**config.mk**
```make
export PLATFORM = sky130hd
export DESIGN_NAME = cpm_top
export DESIGN_NICKNAME = d
export VERILOG_FILES = /design/src/verilog/cpm_pkg.sv /design/src/verilog/cpm_top.sv /design/src/verilog/cpm_sync.sv /design/src/verilog/cpm_avalon.sv
export VERILOG_INCLUDE_DIRS = /design/src /design/src/verilog
export SDC_FILE = /design/constraint.sdc
export NUM_CORES = 1
export LEC_CHECK = 0
export ABC_AREA = 1
export BUFFER_PORTS_ARGS = -buffer_cell sky130_fd_sc_hd__buf_2
export CORE_MARGIN = 2
export CORE_UTILIZATION = 33
export DETAILED_ROUTE_END_ITERATION = 8
export PLACE_DENSITY = 0.55
export SLEW_MARGIN = 20
export SYNTH_ARGS = -nofsm -noshare
export SYNTH_HDL_FRONTEND = slang
export SYNTH_SLANG_ARGS = --single-unit
```
**constraint.sdc**
```tcl
create_clock -name clk -period 2.24 [get_ports clk]
set_clock_uncertainty 0.1 [all_clocks]
set_input_delay 0.448 -clock clk [delete_from_list [all_inputs] [get_ports clk]]
set_output_delay 0.448 -clock clk [all_outputs]
set_load 0.02 [all_outputs]
```
**src/verilog/cpm_params.svh**
```systemverilog
// constants for the pulse and period measuring counter
`ifndef CPM_PARAMS_SVH
`define CPM_PARAMS_SVH

`define CPM_COUNT_W      32
// register byte offsets
`define CPM_OFF_CTRL     4'h0
`define CPM_OFF_CMD      4'h4
`define CPM_OFF_STATUS   4'h8
`define CPM_OFF_COUNT    4'hc
`define CPM_ADDR_W       4
// control field positions
`define CPM_CTRL_MODE_LSB  0
`define CPM_CTRL_MODE_MSB  2
`define CPM_CTRL_DIR_LSB   4
`define CPM_CTRL_DIR_MSB   5
`define CPM_CTRL_SRC_FALL  8
`define CPM_CTRL_GATE_LOW  9
`define CPM_CTRL_BUFFERED  10
`define CPM_CTRL_W         11
`define CPM_CTRL_RESET     11'h000
// command bits
`define CPM_CMD_ARM        0
`define CPM_CMD_DISARM     1
// status bit positions
`define CPM_ST_ARMED       0
`define CPM_ST_DONE        1
`define CPM_ST_RUNNING     2
// bus answer for unmapped addresses
`define CPM_UNMAPPED_DATA  32'h0000_0000

`endif

```
**src/verilog/cpm_pkg.sv**
```systemverilog
// types for the pulse and period measuring counter
package cpm_pkg;

    typedef enum logic [2:0] {
        MODE_EDGE   = 3'h0,
        MODE_PULSE  = 3'h1,
        MODE_PERIOD = 3'h2,
        MODE_SEMI   = 3'h3
    } mode_t;

    typedef enum logic [1:0] {
        DIR_UP   = 2'h0,
        DIR_DOWN = 2'h1,
        DIR_PIN  = 2'h2
    } dir_t;

    typedef enum logic [3:0] {
        ST_IDLE = 4'b0001,
        ST_WAIT = 4'b0010,
        ST_RUN  = 4'b0100,
        ST_DONE = 4'b1000
    } state_t;

endpackage

```
**src/verilog/cpm_top.sv**
```systemverilog
// general-purpose counter: edge count, pulse, period, semi-period
//
// The register offsets and the Avalon-MM slave port were decided locally.
`timescale 1ns/1ps
`include "cpm_params.svh"
module cpm_top #(
    parameter int CW = `CPM_COUNT_W,
    parameter int AW = `CPM_ADDR_W
) (
    input  wire logic          clk,
    input  wire logic          resetn,
    input  wire logic [AW-1:0] address,
    input  wire logic          read,
    input  wire logic          write,
    input  wire logic [31:0]   writedata,
    output logic [31:0]        readdata,
    output logic               waitrequest,
    input  wire logic          gate,
    input  wire logic          source,
    input  wire logic          updown,
    output logic [CW-1:0]      capture_data,
    output logic               capture_valid
);
    logic [`CPM_CTRL_W-1:0] ctrl_ff;
    logic                   done_ff;
    logic [CW-1:0]          count_ff;
    logic [CW-1:0]          save_ff;
    logic [31:0]            rdata_ff;
    logic [CW-1:0]          cap_data_ff;
    logic                   cap_valid_ff;
    logic                   wait_ff;
    logic                   src_last_ff;
    cpm_pkg::state_t        state_ff;
    cpm_pkg::state_t        nxt_state;

    logic acc_ff;
    logic acc_wr;
    logic gate_lvl;
    logic gate_rise;
    logic gate_fall;
    logic dir_lvl;
    logic src_edge;
    logic gate_act;
    logic lead_edge;
    logic trail_edge;
    logic any_edge;
    logic arm_cmd;
    logic disarm_cmd;
    logic latch;
    logic restart;
    logic [CW-1:0] nxt_count;

    cpm_pkg::mode_t mode;
    cpm_pkg::dir_t  dir;
    logic           src_fall;
    logic           gate_low;
    logic           buffered;

    function automatic logic [31:0] widen(input logic [CW-1:0] v);
        widen = 32'(v);
    endfunction

    // write strobe aimed at one register offset
    function automatic logic hit(input logic          wr,
                                 input logic [AW-1:0] a,
                                 input logic [AW-1:0] off);
        hit = wr && a == off;
    endfunction

    cpm_avalon #(.AW(AW)) u_bus (
        .clk         (clk),
        .resetn      (resetn),
        .address     (address),
        .read        (read),
        .write       (write),
        .waitrequest (),
        .acc_ff      (acc_ff),
        .acc_rd      (),
        .acc_wr      (acc_wr)
    );

    cpm_sync u_gate (
        .clk    (clk),
        .resetn (resetn),
        .din    (gate),
        .level  (gate_lvl),
        .rise   (gate_rise),
        .fall   (gate_fall)
    );

    cpm_sync u_dir (
        .clk    (clk),
        .resetn (resetn),
        .din    (updown),
        .level  (dir_lvl),
        .rise   (),
        .fall   ()
    );

    assign mode     = cpm_pkg::mode_t'(
                      ctrl_ff[`CPM_CTRL_MODE_MSB:`CPM_CTRL_MODE_LSB]);
    assign dir      = cpm_pkg::dir_t'(
                      ctrl_ff[`CPM_CTRL_DIR_MSB:`CPM_CTRL_DIR_LSB]);
    assign src_fall = ctrl_ff[`CPM_CTRL_SRC_FALL];
    assign gate_low = ctrl_ff[`CPM_CTRL_GATE_LOW];
    assign buffered = ctrl_ff[`CPM_CTRL_BUFFERED];

    assign src_edge = src_fall ? (src_last_ff & ~source)
                               : (~src_last_ff & source);

    assign gate_act   = gate_low ? ~gate_lvl : gate_lvl;
    assign lead_edge  = gate_low ? gate_fall : gate_rise;
    assign trail_edge = gate_low ? gate_rise : gate_fall;
    assign any_edge   = gate_rise | gate_fall;

    assign arm_cmd    = hit(acc_wr, address, `CPM_OFF_CMD)
                        && writedata[`CPM_CMD_ARM];
    assign disarm_cmd = hit(acc_wr, address, `CPM_OFF_CMD)
                        && writedata[`CPM_CMD_DISARM];

    // latch condition per mode while running
    always_comb begin
        latch   = 1'b0;
        restart = 1'b0;
        if (state_ff == cpm_pkg::ST_RUN) begin
            case (mode)
                cpm_pkg::MODE_PULSE, cpm_pkg::MODE_SEMI: begin
                    if (mode == cpm_pkg::MODE_SEMI && buffered) begin
                        latch   = any_edge;
                        restart = any_edge;
                    end else begin
                        latch = trail_edge;
                    end
                end
                cpm_pkg::MODE_PERIOD: begin
                    latch   = lead_edge;
                    restart = lead_edge;
                end
                default: begin
                    latch   = 1'b0;
                    restart = 1'b0;
                end
            endcase
        end
    end

    // state sequencing
    always_comb begin
        nxt_state = state_ff;
        case (state_ff)
            cpm_pkg::ST_IDLE: begin
                if (arm_cmd) begin
                    if (mode == cpm_pkg::MODE_EDGE) begin
                        nxt_state = cpm_pkg::ST_RUN;
                    end else if (buffered && mode != cpm_pkg::MODE_PULSE) begin
                        nxt_state = cpm_pkg::ST_RUN;
                    end else begin
                        nxt_state = cpm_pkg::ST_WAIT;
                    end
                end
            end
            cpm_pkg::ST_WAIT: begin
                // start only on entry to active
                if (lead_edge) begin
                    nxt_state = cpm_pkg::ST_RUN;
                end
            end
            cpm_pkg::ST_RUN: begin
                if (latch && !buffered) begin
                    nxt_state = cpm_pkg::ST_DONE;
                end else if (latch && mode == cpm_pkg::MODE_PULSE) begin
                    nxt_state = cpm_pkg::ST_WAIT;
                end
            end
            cpm_pkg::ST_DONE: begin
                if (arm_cmd) begin
                    nxt_state = cpm_pkg::ST_IDLE;
                end
            end
            default: nxt_state = cpm_pkg::ST_IDLE;
        endcase
        if (disarm_cmd) begin
            nxt_state = cpm_pkg::ST_IDLE;
        end
    end

    always_ff @(posedge clk or negedge resetn) begin
        if (!resetn) begin
            state_ff <= cpm_pkg::ST_IDLE;
        end else begin
            state_ff <= nxt_state;
        end
    end

    always_ff @(posedge clk or negedge resetn) begin
        if (!resetn) begin
            src_last_ff <= 1'b0;
        end else begin
            src_last_ff <= source;
        end
    end

    // counter next value
    always_comb begin
        nxt_count = count_ff;
        if (state_ff == cpm_pkg::ST_IDLE && arm_cmd) begin
            nxt_count = '0;
        end else if (state_ff == cpm_pkg::ST_WAIT) begin
            nxt_count = '0;
        end else if (state_ff == cpm_pkg::ST_RUN) begin
            if (mode == cpm_pkg::MODE_EDGE) begin
                if (src_edge) begin
                    if (dir == cpm_pkg::DIR_DOWN
                        || (dir == cpm_pkg::DIR_PIN && !dir_lvl)) begin
                        nxt_count = count_ff - 1'b1;
                    end else begin
                        nxt_count = count_ff + 1'b1;
                    end
                end
            end else if (restart) begin
                nxt_count = CW'(src_edge);
            end else if (src_edge
                         && (mode != cpm_pkg::MODE_PULSE || gate_act)) begin
                nxt_count = count_ff + 1'b1;
            end
        end
    end

    always_ff @(posedge clk or negedge resetn) begin
        if (!resetn) begin
            count_ff <= '0;
        end else begin
            count_ff <= nxt_count;
        end
    end

    // save register holds until next latch
    always_ff @(posedge clk or negedge resetn) begin
        if (!resetn) begin
            save_ff <= '0;
        end else if (latch) begin
            save_ff <= count_ff;
        end
    end

    always_ff @(posedge clk or negedge resetn) begin
        if (!resetn) begin
            cap_valid_ff <= 1'b0;
            cap_data_ff  <= '0;
        end else begin
            cap_valid_ff <= latch;
            if (latch) begin
                cap_data_ff <= count_ff;
            end
        end
    end

    // done flag: set wins over clear by arm
    always_ff @(posedge clk or negedge resetn) begin
        if (!resetn) begin
            done_ff <= 1'b0;
        end else if (latch && !buffered) begin
            done_ff <= 1'b1;
        end else if (arm_cmd || disarm_cmd) begin
            done_ff <= 1'b0;
        end
    end

    always_ff @(posedge clk or negedge resetn) begin
        if (!resetn) begin
            ctrl_ff <= `CPM_CTRL_RESET;
        end else if (hit(acc_wr, address, `CPM_OFF_CTRL)
                     && state_ff == cpm_pkg::ST_IDLE) begin
            ctrl_ff <= writedata[`CPM_CTRL_W-1:0];
        end
    end

    // read mux, registered
    always_ff @(posedge clk or negedge resetn) begin
        if (!resetn) begin
            rdata_ff <= '0;
        end else if (read && !acc_ff) begin
            if (address == `CPM_OFF_CTRL) begin
                rdata_ff <= 32'(ctrl_ff);
            end else if (address == `CPM_OFF_STATUS) begin
                rdata_ff <= {29'h0, state_ff == cpm_pkg::ST_RUN, done_ff,
                             state_ff != cpm_pkg::ST_IDLE
                             && state_ff != cpm_pkg::ST_DONE};
            end else if (address == `CPM_OFF_COUNT) begin
                rdata_ff <= (mode == cpm_pkg::MODE_EDGE)
                            ? widen(count_ff) : widen(save_ff);
            end else begin
                rdata_ff <= `CPM_UNMAPPED_DATA;
            end
        end
    end

    // stall flag kept in a flop so the pin is registered
    always_ff @(posedge clk or negedge resetn) begin
        if (!resetn) begin
            wait_ff <= 1'b1;
        end else begin
            wait_ff <= ~((read | write) & ~acc_ff);
        end
    end

    assign readdata      = rdata_ff;
    assign waitrequest   = wait_ff;
    assign capture_data  = cap_data_ff;
    assign capture_valid = cap_valid_ff;
endmodule

```
**src/verilog/cpm_sync.sv**
```systemverilog
// two-flop synchroniser with edge detect behind the second flop
`timescale 1ns/1ps
module cpm_sync (
    input  wire logic clk,
    input  wire logic resetn,
    input  wire logic din,
    output logic      level,
    output logic      rise,
    output logic      fall
);
    logic meta_ff;
    logic sync_ff;
    logic last_ff;

    always_ff @(posedge clk or negedge resetn) begin
        if (!resetn) begin
            meta_ff <= 1'b0;
            sync_ff <= 1'b0;
            last_ff <= 1'b0;
        end else begin
            meta_ff <= din;
            sync_ff <= meta_ff;
            last_ff <= sync_ff;
        end
    end

    assign level = sync_ff;
    assign rise  = sync_ff & ~last_ff;
    assign fall  = ~sync_ff & last_ff;
endmodule

```
**src/verilog/cpm_avalon.sv**
```systemverilog
// avalon-mm slave: one wait state on every access
`timescale 1ns/1ps
`include "cpm_params.svh"
module cpm_avalon #(
    parameter int AW = `CPM_ADDR_W
) (
    input  wire logic          clk,
    input  wire logic          resetn,
    input  wire logic [AW-1:0] address,
    input  wire logic          read,
    input  wire logic          write,
    output logic               waitrequest,
    output logic               acc_ff,
    output logic               acc_rd,
    output logic               acc_wr
);
    // first cycle of a request stalls, second completes
    always_ff @(posedge clk or negedge resetn) begin
        if (!resetn) begin
            acc_ff <= 1'b0;
        end else begin
            acc_ff <= (read | write) & ~acc_ff;
        end
    end

    assign waitrequest = ~acc_ff;
    assign acc_rd      = acc_ff & read;
    assign acc_wr      = acc_ff & write;
endmodule

```
==> results.md <==
* Die height at 149 um
* I/O Buffers at just under 90
* CTS root buffer: clkbuf_16
* R2R Path Start: u_gate.level$_DFF_PN0_
* CTS tree: done
* Clk_lat worst skew at 0.42 ns
* Pins over their slew limit at 0
* Worst vdd ir at 0.383 mV
* Reg area at 0.00303 mm2
* Die boundary width at approximately 150 um
* Vias per cell at between 4 and 5
* Initial Util at about a third
* Overflow after GRT at 0
* CP Class: flip-flop to flip-flop
* Max Fclk at 0.482 GHz
* Critical Path End Type: flip-flop
* Layout area overhead at 22.1%
* CTS sink count at 121
* Setup TNS Final at 0 ns
* Relative slew margins at 67.6%
* Area of the mapped netlist at 0.00695 mm2
* Place WS at about 0.15 ns
* I/O pin cnt at around 110
* Die area at 0.0222 mm2
* Combinational power share at 42.4%
* Nets@finish at 1,073
* Synth cell count leaders: 218 x nand2_1, 136 x o21ai_0, 119 x dfrtp_1
* CP Launch Type: flip-flop
* Setup bufs post-CTS at 0
* Final total power at 9.75 mW
* Global-route wire length before repair at 31,700 um
* Status: complete, no violations
* Clock Tree Buf Depth at 2
* RSZ-0062 raised after global routing: no
* # setup viols final at 0
* Tot GR Track Use at 18.0%
* Internal power at 5.47 mW
* Post-DP Area at 0.00790 mm2
* Setup WS post-layout at 0.164 ns
* Post-synth EDFFs at 0
* Worst Tran Pin Value at 0.486 ns
* H-tree levels at 4
* Avg Inst Size Synth at 7.54 um2
* DRT antenna net count at 0
* Worst flop-to-flop path endpoint: count_ff[12]$_DFFE_PN0P_
* Initial antenna violation count at 0
* Final Hold Violating Endpoints at 0
* Worst R2R Setup Slack at 0.16 ns
* Top-count cell post-synth: nand2_1
* Hold Crit Class: primary input to flip-flop
* Inserted Diodes at 0
* R2r worst-path depth at 11
* Critical path peak fanout at 3
* Num rows at 53
* TritonCTS Buffers at 17
* Avg WL per Cell at 15.0 um
* Asr flop ratio synth at 100%
* DR vias at 6,530
* Dominant cells by area after synthesis: dfrtp_1 43%, nand2_1 12%, o21ai_0 9.8%
* Register area share after synthesis at about 44%
* Pleak at 4.09 nW
* Synth warnings at 0
* Layout cells sized above 1 at 20.4%
* DRT Pass-1 Iters at 5
* Synthesized flop and latch total at 121
* Yosys top cell by area: dfrtp_1
* Syn Inst Count at 921
* Worst Path Arrival at 2.28 ns
* CP endpoint: count_ff[12]$_DFFE_PN0P_
* Post-DP HPWL at 14,700 um
* Largest net degree at the start of global routing at 65
* Crit path required time at 2.44 ns
* GPL Wtd Cong at approximately 0.91
* Share of the synthesized area in the top cell type at 42.9%
* Crit. Startpoint: u_gate.level$_DFF_PN0_
* Min cycle time layout at around 2.1 ns
* Worst-path clk slew at approximately 0.06 ns
* Netlist cell types at around 40
* Number of global-route vias before repair at 6,079
* Prevailing post-synth register cell: dfrtp_1
* DR DRC count at 0
* 1st-iter DRT viols at 480
* Syn nets at approximately 970
* Final wirelength at 19,700 um
* Switching Fraction at 43.9%
* Sequential share of power at between 30% and 40%
* Period utilisation layout at 92.7%
* Post-Layout Inst Area at between 0.008 and 0.009 mm2
* Max cap viols at 0
* Pwr Density at 1150 mW/mm2
* Multi-input gate area at roughly 0.0034 mm2
* Clk pwr share at about a quarter
* Final core utilization at 40.7%
* Switching power total at 4.28 mW
* Core area at roughly 0.021 mm2
* Total of fill cells in the finished design at 2,178
==> logic make-up (layout without fill, tap and decap cells) <==
logic type | Yosys count | after routing | share of synthesized area (%)
AO/OA/AOI/OAI | 199 | 199 | 15.6
AND/OR/NAND/NOR | 433 | 433 | 27.4
multiplexers | 11 | 11 | 1.78
flip-flops | 121 | 121 | 43.6
adder cells (fa/ha/maj) | 4 | 4 | 0.720
buffers and inverters | 127 | 245 | 7.58
XOR/XNOR | 26 | 26 | 3.28
==> critical path, stage by stage (launching register included) <==
cell	delay, ns
dfrtp_1	0.34
inv_1	0.05
ha_1	0.28
nor3_1	0.24
nand3_2	0.15
nand2_1	0.09
nand2_1	0.08
nand3_1	0.18
buf_4	0.17
a21oi_1	0.04
o21ai_0	0.15
o21ai_1	0.08
==> how the worst min path moves through the flow <==
stage | from | endpoint | slack, ns | depth (start not counted)
2_1_floorplan | resetn | capture_data[0]$_DFFE_PN0N_ | 0.05 | 0
3_3_place_gp | u_gate.meta_ff$_DFF_PN0_ | u_gate.level$_DFF_PN0_ | 0.23 | 0
3_5_place_dp | u_gate.meta_ff$_DFF_PN0_ | u_gate.level$_DFF_PN0_ | 0.24 | 0
4_1_cts | updown | u_dir.meta_ff$_DFF_PN0_ | 0.02 | 1
5_1_grt | updown | u_dir.meta_ff$_DFF_PN0_ | 0.02 | 1
6_report | updown | u_dir.meta_ff$_DFF_PN0_ | 0.03 | 1
==> layout by cell type (no fill, tap or decap), types with 6 or more instances in the layout <==
| master | Yosys | final |
|---|---|---|
| buf_4 | 0 | 34 |
| nor2_2 | 6 | 6 |
| o21ai_0 | 136 | 136 |
| clkbuf_16 | 0 | 17 |
| nand4_1 | 17 | 17 |
| inv_1 | 78 | 78 |
| buf_2 | 15 | 86 |
| o22ai_1 | 12 | 12 |
| mux2_2 | 11 | 11 |
| o211ai_1 | 11 | 11 |
| nand2_1 | 218 | 217 |
| nand3_1 | 50 | 48 |
| nor2_4 | 5 | 6 |
| buf_12 | 0 | 6 |
| nor3_1 | 21 | 21 |
| o21ai_1 | 7 | 7 |
| a21oi_1 | 14 | 14 |
| inv_2 | 6 | 6 |
| xor2_1 | 25 | 25 |
| a31oi_1 | 10 | 10 |
| dfrtp_1 | 119 | 119 |
| nor2_1 | 100 | 99 |
| nand2_2 | 5 | 6 |
==> flip-flops by register name, summed over array words and instances (netlist names), 4 cells and up <==
register      flops
state_ff          4
ctrl_ff          11
count_ff         32
capture_data     32
readdata         32
==> power groups by stage <==
stage / logic [mW] / registers [mW] / clock network, mW
floorplan: 2.79 / 3.11 / 0
global placement: 4.07 / 3.10 / 0
detailed placement: 4.09 / 3.11 / 0
CTS: 4.11 / 3.08 / 2.57
global route: 4.66 / 3.16 / 2.66
finish: 4.14 / 3.09 / 2.52
==> area by class of cell <==
cell class	count	area share [%]
Multi-Input combinational cell	673	40.4
Sequential cell	121	35.7
Timing Repair Buffer	127	9.62
Clock buffer	17	5.02
Tap cell	275	4.06
Inverter	86	3.81
Clock inverter	15	1.42
==> what timing repair did <==
| item | CTS | global route |
|---|---|---|
| endpoints found under the setup margin | 0 | 4 |
| hold buffers | 1 | 0 |
| gates resized for setup | 0 | 6 |
| hold endpoints to repair | 29 | 0 |
==> layer usage <==
metal | share of wire [%] | track usage (%) | up-vias | routed length, um
met5 | 0 | 0 | - | 0
met4 | 1.0 | 4.62 | 0 | 199
met3 | 4.6 | 3.09 | 14 | 905
met2 | 45 | 28.3 | 165 | 8960
met1 | 49 | 25.7 | 3100 | 9670
li1 | - | - | 3251 | -
==> stage by stage <==
step           instances  hold WS [ns]
2_1_floorplan        921        0.0524
3_3_place_gp        1281         0.234
3_5_place_dp        1281         0.237
4_1_cts             1314        0.0181
5_1_grt             1314        0.0187
6_report            1314        0.0286
No activity file was read; power rests on OpenSTA's default activity.
